--- config.mk ---
export PLATFORM = sky130hd
export DESIGN_NAME = rtc_i2c_slave
export DESIGN_NICKNAME = d
export VERILOG_FILES = /design/src/hw/rtc_i2c_buf.v /design/src/hw/rtc_i2c_regmem.v /design/src/hw/rtc_i2c_slave.v
export VERILOG_INCLUDE_DIRS = /design/src /design/src/pkg
export SDC_FILE = /design/constraint.sdc
export NUM_CORES = 1
export LEC_CHECK = 0
export BUFFER_PORTS_ARGS = -buffer_cell sky130_fd_sc_hd__buf_2
export CORE_ASPECT_RATIO = 1.5
export CORE_MARGIN = 2
export CORE_UTILIZATION = 56
export CTS_CLUSTER_DIAMETER = 50
export DETAILED_ROUTE_END_ITERATION = 6
export GPL_ROUTABILITY_DRIVEN = 0
export PLACE_DENSITY = 0.76
export SYNTH_ARGS = -nofsm -noshare
export SYNTH_HDL_FRONTEND = slang
export SYNTH_HIERARCHICAL = 1
export SYNTH_SLANG_ARGS = --single-unit
--- constraint.sdc ---
create_clock -name SYS_CLK_IN -period 2.8 [get_ports SYS_CLK_IN]
set_clock_uncertainty 0.05 [all_clocks]
set_input_delay 0.56 -clock SYS_CLK_IN [delete_from_list [all_inputs] [get_ports SYS_CLK_IN]]
set_output_delay 0.56 -clock SYS_CLK_IN [all_outputs]
set_load 0.02 [all_outputs]
--- src/pkg/rtc_i2c_regs.vh ---
// constants of the two-wire slave interface of the real-time clock
// assumes a 25 MHz system clock; included by every design file that needs a figure
`ifndef RTC_I2C_REGS_VH
`define RTC_I2C_REGS_VH

// =============================================================
// bus addresses and framing
`define I2C_WR_ADDR 8'ha2
`define I2C_RD_ADDR 8'ha3
`define BYTE_BITS 4'h8
`define FIRST_SEND_BIT 4'h1

// =============================================================
// timing
`define SYS_CLK_KHZ 25000
`define WDOG_TIME_MS 1000
// one second of system clock cycles, sized to the watchdog counter
`define WDOG_CYCLES 25'h17d7840

// =============================================================
// register indices with defined reset bits
`define REG_CTRL1 4'h0
`define REG_CTRL2 4'h1
`define REG_SECONDS 4'h2
`define REG_MIN_ALARM 4'h9
`define REG_HOUR_ALARM 4'ha
`define REG_DAY_ALARM 4'hb
`define REG_WDAY_ALARM 4'hc
`define REG_CLKOUT 4'hd
`define REG_TIMER_CTRL 4'he

// =============================================================
// reset values and the masks of the bits that reset touches
`define RST_CTRL1 8'h08
`define RST_CTRL2 8'h00
`define MASK_ALL 8'hff
`define RST_MSB 8'h80
`define MASK_MSB 8'h80
`define RST_CLKOUT 8'h80
`define MASK_CLKOUT 8'h83
`define RST_TIMER_CTRL 8'h03
`define MASK_TIMER_CTRL 8'h83
`define MASK_NONE 8'h00

`endif

--- src/hw/rtc_i2c_buf.v ---
// small first-in first-out buffer with valid and ready on both sides
// assumes one clock and a synchronous active-high reset from the parent
`timescale 1ns/1ps
`default_nettype none

module rtc_i2c_buf #(
	parameter DW = 12,
	parameter DEPTH = 2
) (
	input wire clk_in,
	input wire rst_in,
	input wire in_valid_in,
	input wire [DW-1:0] in_data_in,
	output wire in_ready_out,
	output wire out_valid_out,
	output wire [DW-1:0] out_data_out,
	input wire out_ready_in
);

	// =============================================================
	// storage: entry 0 is the head, one spare slot keeps shifts in range
	reg [DW-1:0] mem [0:DEPTH];
	reg [DEPTH:0] vld;
	integer i;

	function integer fill;
		input [DEPTH:0] v;
		integer k;
		begin
			fill = 0;
			for (k = 0; k < DEPTH; k = k + 1) begin
				fill = fill + v[k];
			end
		end
	endfunction

	wire pop = vld[0] & out_ready_in;
	wire push = in_valid_in & ~vld[DEPTH-1];
	wire [31:0] wpos = pop ? fill(vld) - 1 : fill(vld);

	assign in_ready_out = ~vld[DEPTH-1];
	assign out_valid_out = vld[0];
	assign out_data_out = mem[0];

	// =============================================================
	// shift toward the head on pop, write at the first free slot on push
	always @(posedge clk_in) begin
		if (rst_in) begin
			vld <= {(DEPTH+1){1'b0}};
		end else begin
			for (i = 0; i < DEPTH; i = i + 1) begin
				if (pop) begin
					mem[i] <= mem[i+1];
					vld[i] <= vld[i+1];
				end
				if (push && wpos == i) begin
					mem[i] <= in_data_in;
					vld[i] <= 1'b1;
				end
			end
			vld[DEPTH] <= 1'b0;
			mem[DEPTH] <= {DW{1'b0}};
		end
	end

endmodule

`default_nettype wire

--- src/hw/rtc_i2c_regmem.v ---
// sixteen eight-bit registers behind the word address pointer
// assumes a synchronous active-high reset; read data registered
`timescale 1ns/1ps
`default_nettype none
`include "rtc_i2c_regs.vh"

module rtc_i2c_regmem (
	input wire clk_in,
	input wire rst_in,
	input wire wr_en_in,
	input wire [3:0] wr_addr_in,
	input wire [7:0] wr_data_in,
	input wire [3:0] rd_addr_in,
	output reg [7:0] rd_data_out
);

	reg [7:0] mem [0:15];
	integer i;

	function [7:0] rst_mask;
		input [3:0] a;
		begin
			case (a)
				`REG_CTRL1, `REG_CTRL2: rst_mask = `MASK_ALL;
				`REG_SECONDS, `REG_MIN_ALARM, `REG_HOUR_ALARM: rst_mask = `MASK_MSB;
				`REG_DAY_ALARM, `REG_WDAY_ALARM: rst_mask = `MASK_MSB;
				`REG_CLKOUT: rst_mask = `MASK_CLKOUT;
				`REG_TIMER_CTRL: rst_mask = `MASK_TIMER_CTRL;
				default: rst_mask = `MASK_NONE;
			endcase
		end
	endfunction

	function [7:0] rst_val;
		input [3:0] a;
		begin
			case (a)
				`REG_CTRL1: rst_val = `RST_CTRL1;
				`REG_CTRL2: rst_val = `RST_CTRL2;
				`REG_SECONDS, `REG_MIN_ALARM, `REG_HOUR_ALARM: rst_val = `RST_MSB;
				`REG_DAY_ALARM, `REG_WDAY_ALARM: rst_val = `RST_MSB;
				`REG_CLKOUT: rst_val = `RST_CLKOUT;
				`REG_TIMER_CTRL: rst_val = `RST_TIMER_CTRL;
				default: rst_val = `MASK_NONE;
			endcase
		end
	endfunction

	// =============================================================
	// reset only touches defined bits; the rest keep their contents
	always @(posedge clk_in) begin
		if (rst_in) begin
			for (i = 0; i < 16; i = i + 1) begin
				mem[i] <= (mem[i] & ~rst_mask(i[3:0])) | rst_val(i[3:0]);
			end
			rd_data_out <= 8'h00;
		end else begin
			if (wr_en_in) begin
				mem[wr_addr_in] <= wr_data_in;
			end
			rd_data_out <= mem[rd_addr_in];
		end
	end

endmodule

`default_nettype wire

--- src/hw/rtc_i2c_slave.v ---
// two-wire serial slave interface of the real-time clock, with access
// freeze and interface watchdog; holds the register file and a write stream
// assumes SCL and SDA come from pins and the oscillator-stop flag from the
// oscillator domain; the open-drain SDA wire is resolved outside
`timescale 1ns/1ps
`default_nettype none
`include "rtc_i2c_regs.vh"

module rtc_i2c_slave #(
	parameter WDOG_W = 25,
	parameter [WDOG_W-1:0] WDOG_CYCLES = `WDOG_CYCLES,
	parameter BUF_DEPTH = 2
) (
	input wire SYS_CLK_IN,
	input wire RST_B_IN,
	input wire OSC_STOP_IN,
	input wire SCL_IN,
	input wire SDA_IN,
	output reg SDA_OUT,
	output reg SDA_OE_OUT,
	output reg FREEZE_OUT,
	output reg SEC_LOST_OUT,
	output wire WR_VALID_OUT,
	output wire [3:0] WR_ADDR_OUT,
	output wire [7:0] WR_DATA_OUT,
	input wire WR_READY_IN,
	input wire UPD_EN_IN,
	input wire [3:0] UPD_ADDR_IN,
	input wire [7:0] UPD_DATA_IN
);

	// =============================================================
	// states and fixed slave addresses
	localparam [3:0] ST_IDLE = 4'h0;
	localparam [3:0] ST_ADDR = 4'h1;
	localparam [3:0] ST_WORD = 4'h2;
	localparam [3:0] ST_DATA = 4'h3;
	localparam [3:0] ST_ACK = 4'h4;
	localparam [3:0] ST_SEND = 4'h5;
	localparam [3:0] ST_RACK = 4'h6;
	localparam [3:0] ST_WAIT = 4'h7;
	localparam [WDOG_W-1:0] WDOG_LAST = WDOG_CYCLES - 1'b1;
	localparam [7:0] WR_ADDR = `I2C_WR_ADDR;
	localparam [7:0] RD_ADDR = `I2C_RD_ADDR;

	function addr_hit;
		input [7:0] b;
		begin
			addr_hit = (b == WR_ADDR) || (b == RD_ADDR);
		end
	endfunction

	// =============================================================
	// pin synchronisers
	// the third stage of each pin only feeds the edge detectors
	reg scl_m, scl_s, scl_p;
	reg sda_m, sda_s, sda_p;
	reg osc_m, osc_s;

	always @(posedge SYS_CLK_IN) begin
		if (!RST_B_IN) begin
			scl_m <= 1'b1;
			scl_s <= 1'b1;
			scl_p <= 1'b1;
			sda_m <= 1'b1;
			sda_s <= 1'b1;
			sda_p <= 1'b1;
			osc_m <= 1'b0;
			osc_s <= 1'b0;
		end else begin
			scl_m <= SCL_IN;
			scl_s <= scl_m;
			scl_p <= scl_s;
			sda_m <= SDA_IN;
			sda_s <= sda_m;
			sda_p <= sda_s;
			osc_m <= OSC_STOP_IN;
			osc_s <= osc_m;
		end
	end

	wire irst = ~RST_B_IN | osc_s;

	// =============================================================
	// bus events
	// clock only sampled
	wire scl_rise = scl_s & ~scl_p;
	wire scl_fall = ~scl_s & scl_p;
	wire start = scl_s & scl_p & sda_p & ~sda_s;
	wire stop = scl_s & scl_p & ~sda_p & sda_s;

	// =============================================================
	// interface state
	reg [3:0] state;
	reg [3:0] after;
	reg [3:0] cnt;
	reg [7:0] sr;
	reg [3:0] ptr;
	reg more;
	reg [WDOG_W-1:0] wdog;
	// one word waits here while the buffer is full; a later byte overwrites it
	reg pend;
	reg [11:0] pend_data;
	wire buf_in_ready;
	wire [7:0] rd_data;

	// =============================================================
	// interface watchdog; re-armed by every matched address
	wire wdog_done = FREEZE_OUT & (wdog == WDOG_LAST);

	always @(posedge SYS_CLK_IN) begin
		if (irst) begin
			state <= ST_IDLE;
			after <= ST_IDLE;
			cnt <= 4'h0;
			sr <= 8'h00;
			ptr <= 4'h0;
			more <= 1'b0;
			wdog <= {WDOG_W{1'b0}};
			pend <= 1'b0;
			pend_data <= 12'h000;
			SDA_OUT <= 1'b0;
			SDA_OE_OUT <= 1'b0;
			FREEZE_OUT <= 1'b0;
			SEC_LOST_OUT <= 1'b0;
		end else begin
			SEC_LOST_OUT <= 1'b0;
			if (pend && buf_in_ready) begin
				pend <= 1'b0;
			end
			if (FREEZE_OUT) begin
				wdog <= wdog + 1'b1;
			end
			if (wdog_done) begin
				state <= ST_IDLE;
				SDA_OE_OUT <= 1'b0;
				FREEZE_OUT <= 1'b0;
				SEC_LOST_OUT <= 1'b1;
			end else if (start) begin
				state <= ST_ADDR;
				cnt <= 4'h0;
				SDA_OE_OUT <= 1'b0;
			end else if (stop) begin
				state <= ST_IDLE;
				SDA_OE_OUT <= 1'b0;
				FREEZE_OUT <= 1'b0;
			end else begin
				case (state)
					ST_ADDR, ST_WORD, ST_DATA: begin
						if (scl_rise && cnt != `BYTE_BITS) begin
							sr <= {sr[6:0], sda_s};
							cnt <= cnt + 1'b1;
						end else if (scl_fall && cnt == `BYTE_BITS) begin
							cnt <= 4'h0;
							if (state == ST_ADDR) begin
								if (addr_hit(sr)) begin
									SDA_OE_OUT <= 1'b1;
									FREEZE_OUT <= 1'b1;
									wdog <= {WDOG_W{1'b0}};
									after <= sr[0] ? ST_SEND : ST_WORD;
									state <= ST_ACK;
								end else begin
									state <= ST_WAIT;
								end
							end else begin
								SDA_OE_OUT <= 1'b1;
								after <= ST_DATA;
								state <= ST_ACK;
								if (state == ST_WORD) begin
									ptr <= sr[3:0];
								end else begin
									pend <= 1'b1;
									pend_data <= {ptr, sr};
									ptr <= ptr + 1'b1;
								end
							end
						end
					end
					ST_ACK: begin
						if (scl_fall) begin
							if (after == ST_SEND) begin
								sr <= rd_data;
								SDA_OE_OUT <= ~rd_data[7];
								cnt <= `FIRST_SEND_BIT;
							end else begin
								SDA_OE_OUT <= 1'b0;
							end
							state <= after;
						end
					end
					ST_SEND: begin
						if (scl_fall) begin
							if (cnt == `BYTE_BITS) begin
								SDA_OE_OUT <= 1'b0;
								state <= ST_RACK;
							end else begin
								SDA_OE_OUT <= ~sr[6];
								sr <= {sr[6:0], 1'b0};
								cnt <= cnt + 1'b1;
							end
						end
					end
					ST_RACK: begin
						if (scl_rise) begin
							more <= ~sda_s;
							ptr <= ptr + 1'b1;
						end else if (scl_fall) begin
							if (more) begin
								sr <= rd_data;
								SDA_OE_OUT <= ~rd_data[7];
								cnt <= `FIRST_SEND_BIT;
								state <= ST_SEND;
							end else begin
								state <= ST_WAIT;
							end
						end
					end
					ST_WAIT, ST_IDLE: begin
						state <= state;
					end
					default: begin
						state <= ST_IDLE;
					end
				endcase
			end
		end
	end

	// =============================================================
	// write stream buffer and register file
	rtc_i2c_buf #(
		.DW(12),
		.DEPTH(BUF_DEPTH)
	) u_buf (
		.clk_in(SYS_CLK_IN),
		.rst_in(irst),
		.in_valid_in(pend),
		.in_data_in(pend_data),
		.in_ready_out(buf_in_ready),
		.out_valid_out(WR_VALID_OUT),
		.out_data_out({WR_ADDR_OUT, WR_DATA_OUT}),
		.out_ready_in(WR_READY_IN)
	);

	// a drained bus write wins the register file over a same-cycle update
	wire drain = WR_VALID_OUT & WR_READY_IN;

	rtc_i2c_regmem u_mem (
		.clk_in(SYS_CLK_IN),
		.rst_in(irst),
		.wr_en_in(drain | UPD_EN_IN),
		.wr_addr_in(drain ? WR_ADDR_OUT : UPD_ADDR_IN),
		.wr_data_in(drain ? WR_DATA_OUT : UPD_DATA_IN),
		.rd_addr_in(ptr),
		.rd_data_out(rd_data)
	);

endmodule

`default_nettype wire

; ---- Word-level counts from Yosys, hierarchy flattened
; Memories as Yosys holds them, arrays and structs flattened. A register that Yosys moved wholly into a read port is not among the register bits.
; Index checks and enable logic that the tools add are counted.
[word_totals]
regBits = 77
latch_bits = 0
ramBits = 164
mem_bits_ro = 0
inputBits = 19
out_inout_bits = 17
word_cells = 287
n_memories = 2
[op_classes]
addsub = 5
multipliers = 0
div = 0
order_cmp = 0
n_eq_ne = 47
n_shift = 0
mux = 112
bitwise_logic = 65
reduce_logical = 32
[mem_list]
columns = memory, depth, word_bits, rd, rd_ports_with_merged_regs, wr, line_no
row1 = u_mem.mem, 16, 8, 17, 1, 16, rtc_i2c_regmem.v:17  ; reg [7:0] mem [0:15];
row2 = u_buf.mem, 3, 12, 3, 0, 3, rtc_i2c_buf.v:22  ; reg [DW-1:0] mem [0:DEPTH];
[op_table]
columns = op, count
row1 = $mux 25, 9
row2 = $and 8x8->8, 16
row3 = $mux 8, 16
row4 = $or 8x8->8, 16
row5 = $mux 4, 28
row6 = $mux 1, 48
row7 = $ne 4x4->1 const B, 9
row8 = $eq 32x1->1 const B, 1
row9 = $logic_not 32->1, 1
row10 = $mux 32, 1
row11 = $not 8->8, 4
row12 = $pmux 8 s4, 1
row13 = $reduce_and 8->1, 4
row14 = $sub 32x2->32 const B, 1
row15 = $ne 2x2->1 const B, 15
row16 = $ne 3x3->1 const B, 9
row17 = $add 25x1->25 const B, 1
row18 = $eq 25x25->1 const B, 1
row19 = $mux 12, 2
row20 = $eq 4x3->1 const B, 5
row21 = $pmux 4 s5, 1
row22 = $eq 8x8->1 const B, 2
row23 = $pmux 4 s4, 1
row24 = $not 1->1, 15
row25 = 28 further kinds, 54

; ---- Longest topological paths before layout
[depth]
depth_word = 11
mapped_depth = 9

; ---- By module
; Netlist, hierarchy kept.
[by_module_without_submodules]
columns = module, instances, cells_each, area_per_inst_um2, seq_area_each_um2
row1 = rtc_i2c_regmem, 1, 309, 5402.7, 3953.8
row2 = rtc_i2c_slave, 1, 399, 3587.2, 1441.4
row3 = rtc_i2c_buf, 1, 88, 1342.5, 760.7

; ---- Worst setup path before layout
; OpenSTA, ideal clock, no wires.
[synth_timing]
kind = input-to-reg
start = input port RST_B_IN
end = memory u_buf.mem[0][10], data pin
setup_ns = 0.260
arrival_time_ns = 2.617
required_ns = 2.490
slack_ns = -0.127
path_stages = 9
n_path_buf = 4
path_cell_list = and2b_2 -> clkbuf_8 -> inv_1 -> buf_1 -> buf_6 -> and4bb_1 -> a22oi_4 -> buf_12 -> mux2_4
[synth_lines]
columns = element, line_no
row1 = start: declaration, rtc_i2c_slave.v:15  ; input wire RST_B_IN,
row2 = end: declaration, rtc_i2c_buf.v:22

==> impl_results.md <==
- Simple-gate share of the synthesized area: 16.07%
- Max_slew headroom: 27.32%
- Setup CP Type: flip-flop to flip-flop
- Max Cap Violations: 0
- Fin crit share: 87.95%
- Mapped Area: 10330 um^2
- Area share of xor/xnor cells in the synthesized design: 2.034%
- Leak pwr: 3.897 nW
- Overflow after GRT: 0
- Initial DRC Count: between 300 and 400
- CTS resizes: 0
- Largest family of logic cells by synthesized area: simple AND/OR/NAND/NOR gates
- Post-synthesis sequential area ratio: between 50 and 60%
- Worst vdd ir: 480.5 uV
- Overall Global Routing Usage: 23.62%
- Critical path peak fanout: 13
- Avg WL per Cell: 20.94 um
- Yosys warns: 6
- Post-synthesis compound-gate area fraction: 6.999%
- Hold path startpoint: SDA_IN
- Status: finished, final reports clean
- Storage cell area: 6157 um^2
- Filler Cell Count: 1335
- Clock slew at reported path FFs: 0.06 ns
- Routed vias/inst: 6.084
- Unique masters post-synth: 76
- Crit-path leading delay family: compound AO/OA/AOI/OAI gates
- EDFF count, synth: 147
- Critical path launch point: u_buf/vld[1]
- Vias post-DR: 6553
- Die W: 114.9 um
- Critical path, cell by cell: inv_1 > ha_1 > and4bb_1 > a22oi_4 > mux2_2
- CTS H-Tree Depth: 1
- Mux cell area share after synthesis: 10.84%
- Worst Path Required: ~3.0 ns
- CTS max path bufs: 3
- Core Rows: 60
- CTS tree: built
- DIE AREA: around 20000 um^2
- Post-Synth Adder-Cell Area: 0.8477%
- FF-to-FF Start: u_buf/vld[1]
- Final Critical Period: 2.463 ns
- Initial antenna violation count: 0
- Tot Pwr: 6.997 mW
- Worst slew pin tran: 1.082 ns
- Setup TNS: 0 ns
- Critical Path Start Type: flip-flop
- Clock Tree Root: clkbuf_16
- Endpoints failing setup: 0
- Clock sinks: 234
- Port Buffer Count: 34
- Place WS: approximately 0.10 ns
- Hold_ws: 0.1961 ns
- Vias in the first global route: 6808
- Die height: 170.4 um
- Final-report hold violation count: 0
- DRT Wirelength: 22560 um
- Crit. End Element: flip-flop
- CTS Buf Count: 22
- Post-route ant nets: 0
- First-pass GRT wire length: 35750 um
- Placement Cell Area: 10730 um^2
- Layout area overhead: 11.52%
- Detailed Place HPWL: 15870 um
- Core outline area: 18020 um^2
- Ys flop type: edfxtp_1
- Pins Over Slew Limit: 0
- Finished Cell Area: 11520 um^2
- DRT Pass-1 Iters: 5
- Gate count after technology mapping: roughly 800
- Cts hold-fix bufs: 0
- Mapped Avg Cell Area: 12.98 um^2
- Register bit total from synthesis: ~230
- Tightest Hold Check Type: input port to flip-flop
- Post-route DRC: 0
- Ports: 36
- Setup ws final: 0.3375 ns
- Syn nets: 822
- Worst EP arrival: about 2.7 ns
- Nets: 870
- Multi-input logic area: 3805 um^2
- Antenna cells: 0
- Post CTS Setup Buffer Count: 0
- Crit-path max cell delay: roughly 0.52 ns
- Max Clock Freq: 406.1 MHz
- Bufs and invs on worst path: 1
- PwrDens: 607.3 nW/um^2
- Initial core utilization: 57.35%
- Share of layout cells above drive strength 1: a little under a quarter
- Crit-path slowest cell: a22oi_4
- Pin count of the biggest net entering global routing: 35
- Ys async rst share: 0%
- RSZ-0062 raised after global routing: false
- Clock Latency Late Sink: 0.52 ns
worst reg2reg max path, cell delays in order (launching register included):
cell	delay (ns)
dfxtp_1	0.47
inv_1	0.15
ha_1	0.37
and4bb_1	0.25
a22oi_4	0.52
mux2_2	0.41
path summary, 6_finish.rpt:
kind	end	slack [ns]	depth (start not counted)
setup / recovery	u_buf/mem[0][0]	0.34	5
hold / removal	sda_m	0.20	2
setup reg to reg	u_buf/mem[0][0]	0.34	5
hold reg to reg	sda_s	0.36	1
cell type report:
class | instances | area share [%]
clock inverters | 8 | 0.9122
inverters | 12 | 0.3909
repair buffers | 73 | 4.235
flip-flops and latches | 234 | 53.44
well taps | 217 | 2.356
multi-input cells | 501 | 33.02
clock buffers | 32 | 5.647
where the power goes:
part / switching [mW] / total (mW) / leakage (nW) / internal, mW
logic: 0.151 / 0.220 / 1.48 / 0.0697
registers: 0.0219 / 3.72 / 2.05 / 3.69
clock network: 1.25 / 3.06 / 0.369 / 1.81
total: 1.42 / 7.00 / 3.90 / 5.57
metrics by stage:
| step | instances | utilization, % |
|---|---|---|
| 3_5_place_dp | 1034 | 59.56 |
| 2_1_floorplan | 796 | - |
| 6_report | 1077 | 63.95 |
| 5_1_grt | 1077 | 63.95 |
| 4_1_cts | 1074 | 63.76 |
| 3_3_place_gp | 1034 | 59.56 |
kinds of logic (layout without fill, tap and decap cells):
| family | count (synthesis) | in the layout |
|---|---|---|
| other | 1 | 1 |
| DFF | 234 | 234 |
| muxes | 82 | 82 |
| adders and majority gates | 7 | 7 |
| AOI/OAI and AO/OA | 99 | 99 |
| and+or+nand+nor | 288 | 288 |
| buffers and inverters | 61 | 125 |
| xor gates and xnor gates | 24 | 24 |
sequential cells by signal (all words and copies together), names as in the netlist, 2 cells and up:
register	count
wdog	25
after	3
u_buf/vld	2
u_mem/mem	128
u_buf/mem	24
sr	8
ptr	4
u_mem/rd_data_out	8
pend_data	12
cnt	4
state	3
cells in the final DEF, fill, tap and decap left out, types with 24 or more instances in the layout:
| cell | count |
|---|---|
| edfxtp_1 | 147 |
| dfxtp_1 | 86 |
| nor2_1 | 66 |
| nand2_1 | 48 |
| buf_4 | 37 |
| buf_2 | 34 |
| mux2i_1 | 32 |
| nand3_1 | 31 |
| a21oi_1 | 25 |
| clkbuf_16 | 24 |
cells in the mapped netlist (19+ instances only):
master / count / area (um^2)
nor3_1: 19 / 95.09
nor2_1: 66 / 247.7
a21oi_1: 25 / 125.1
nand2b_1: 22 / 137.6
edfxtp_1: 147 / 4414
nand3_1: 31 / 155.2
mux2i_1: 32 / 320.3
mux2_2: 23 / 259.0
nand2_1: 48 / 180.2
dfxtp_1: 87 / 1742
layer usage:
metal | part of all wire (%) | GRT usage [%] | up-vias | wire, um
met5 | 0 | 0 | - | 0
met4 | 4.2 | 10.21 | 0 | 942
met3 | 4.2 | 2.671 | 60 | 940
met2 | 57 | 45.52 | 205 | 12830
met1 | 35 | 25.46 | 3247 | 7839
li1 | - | - | 3041 | -
No activity file was read; power rests on OpenSTA's default activity.
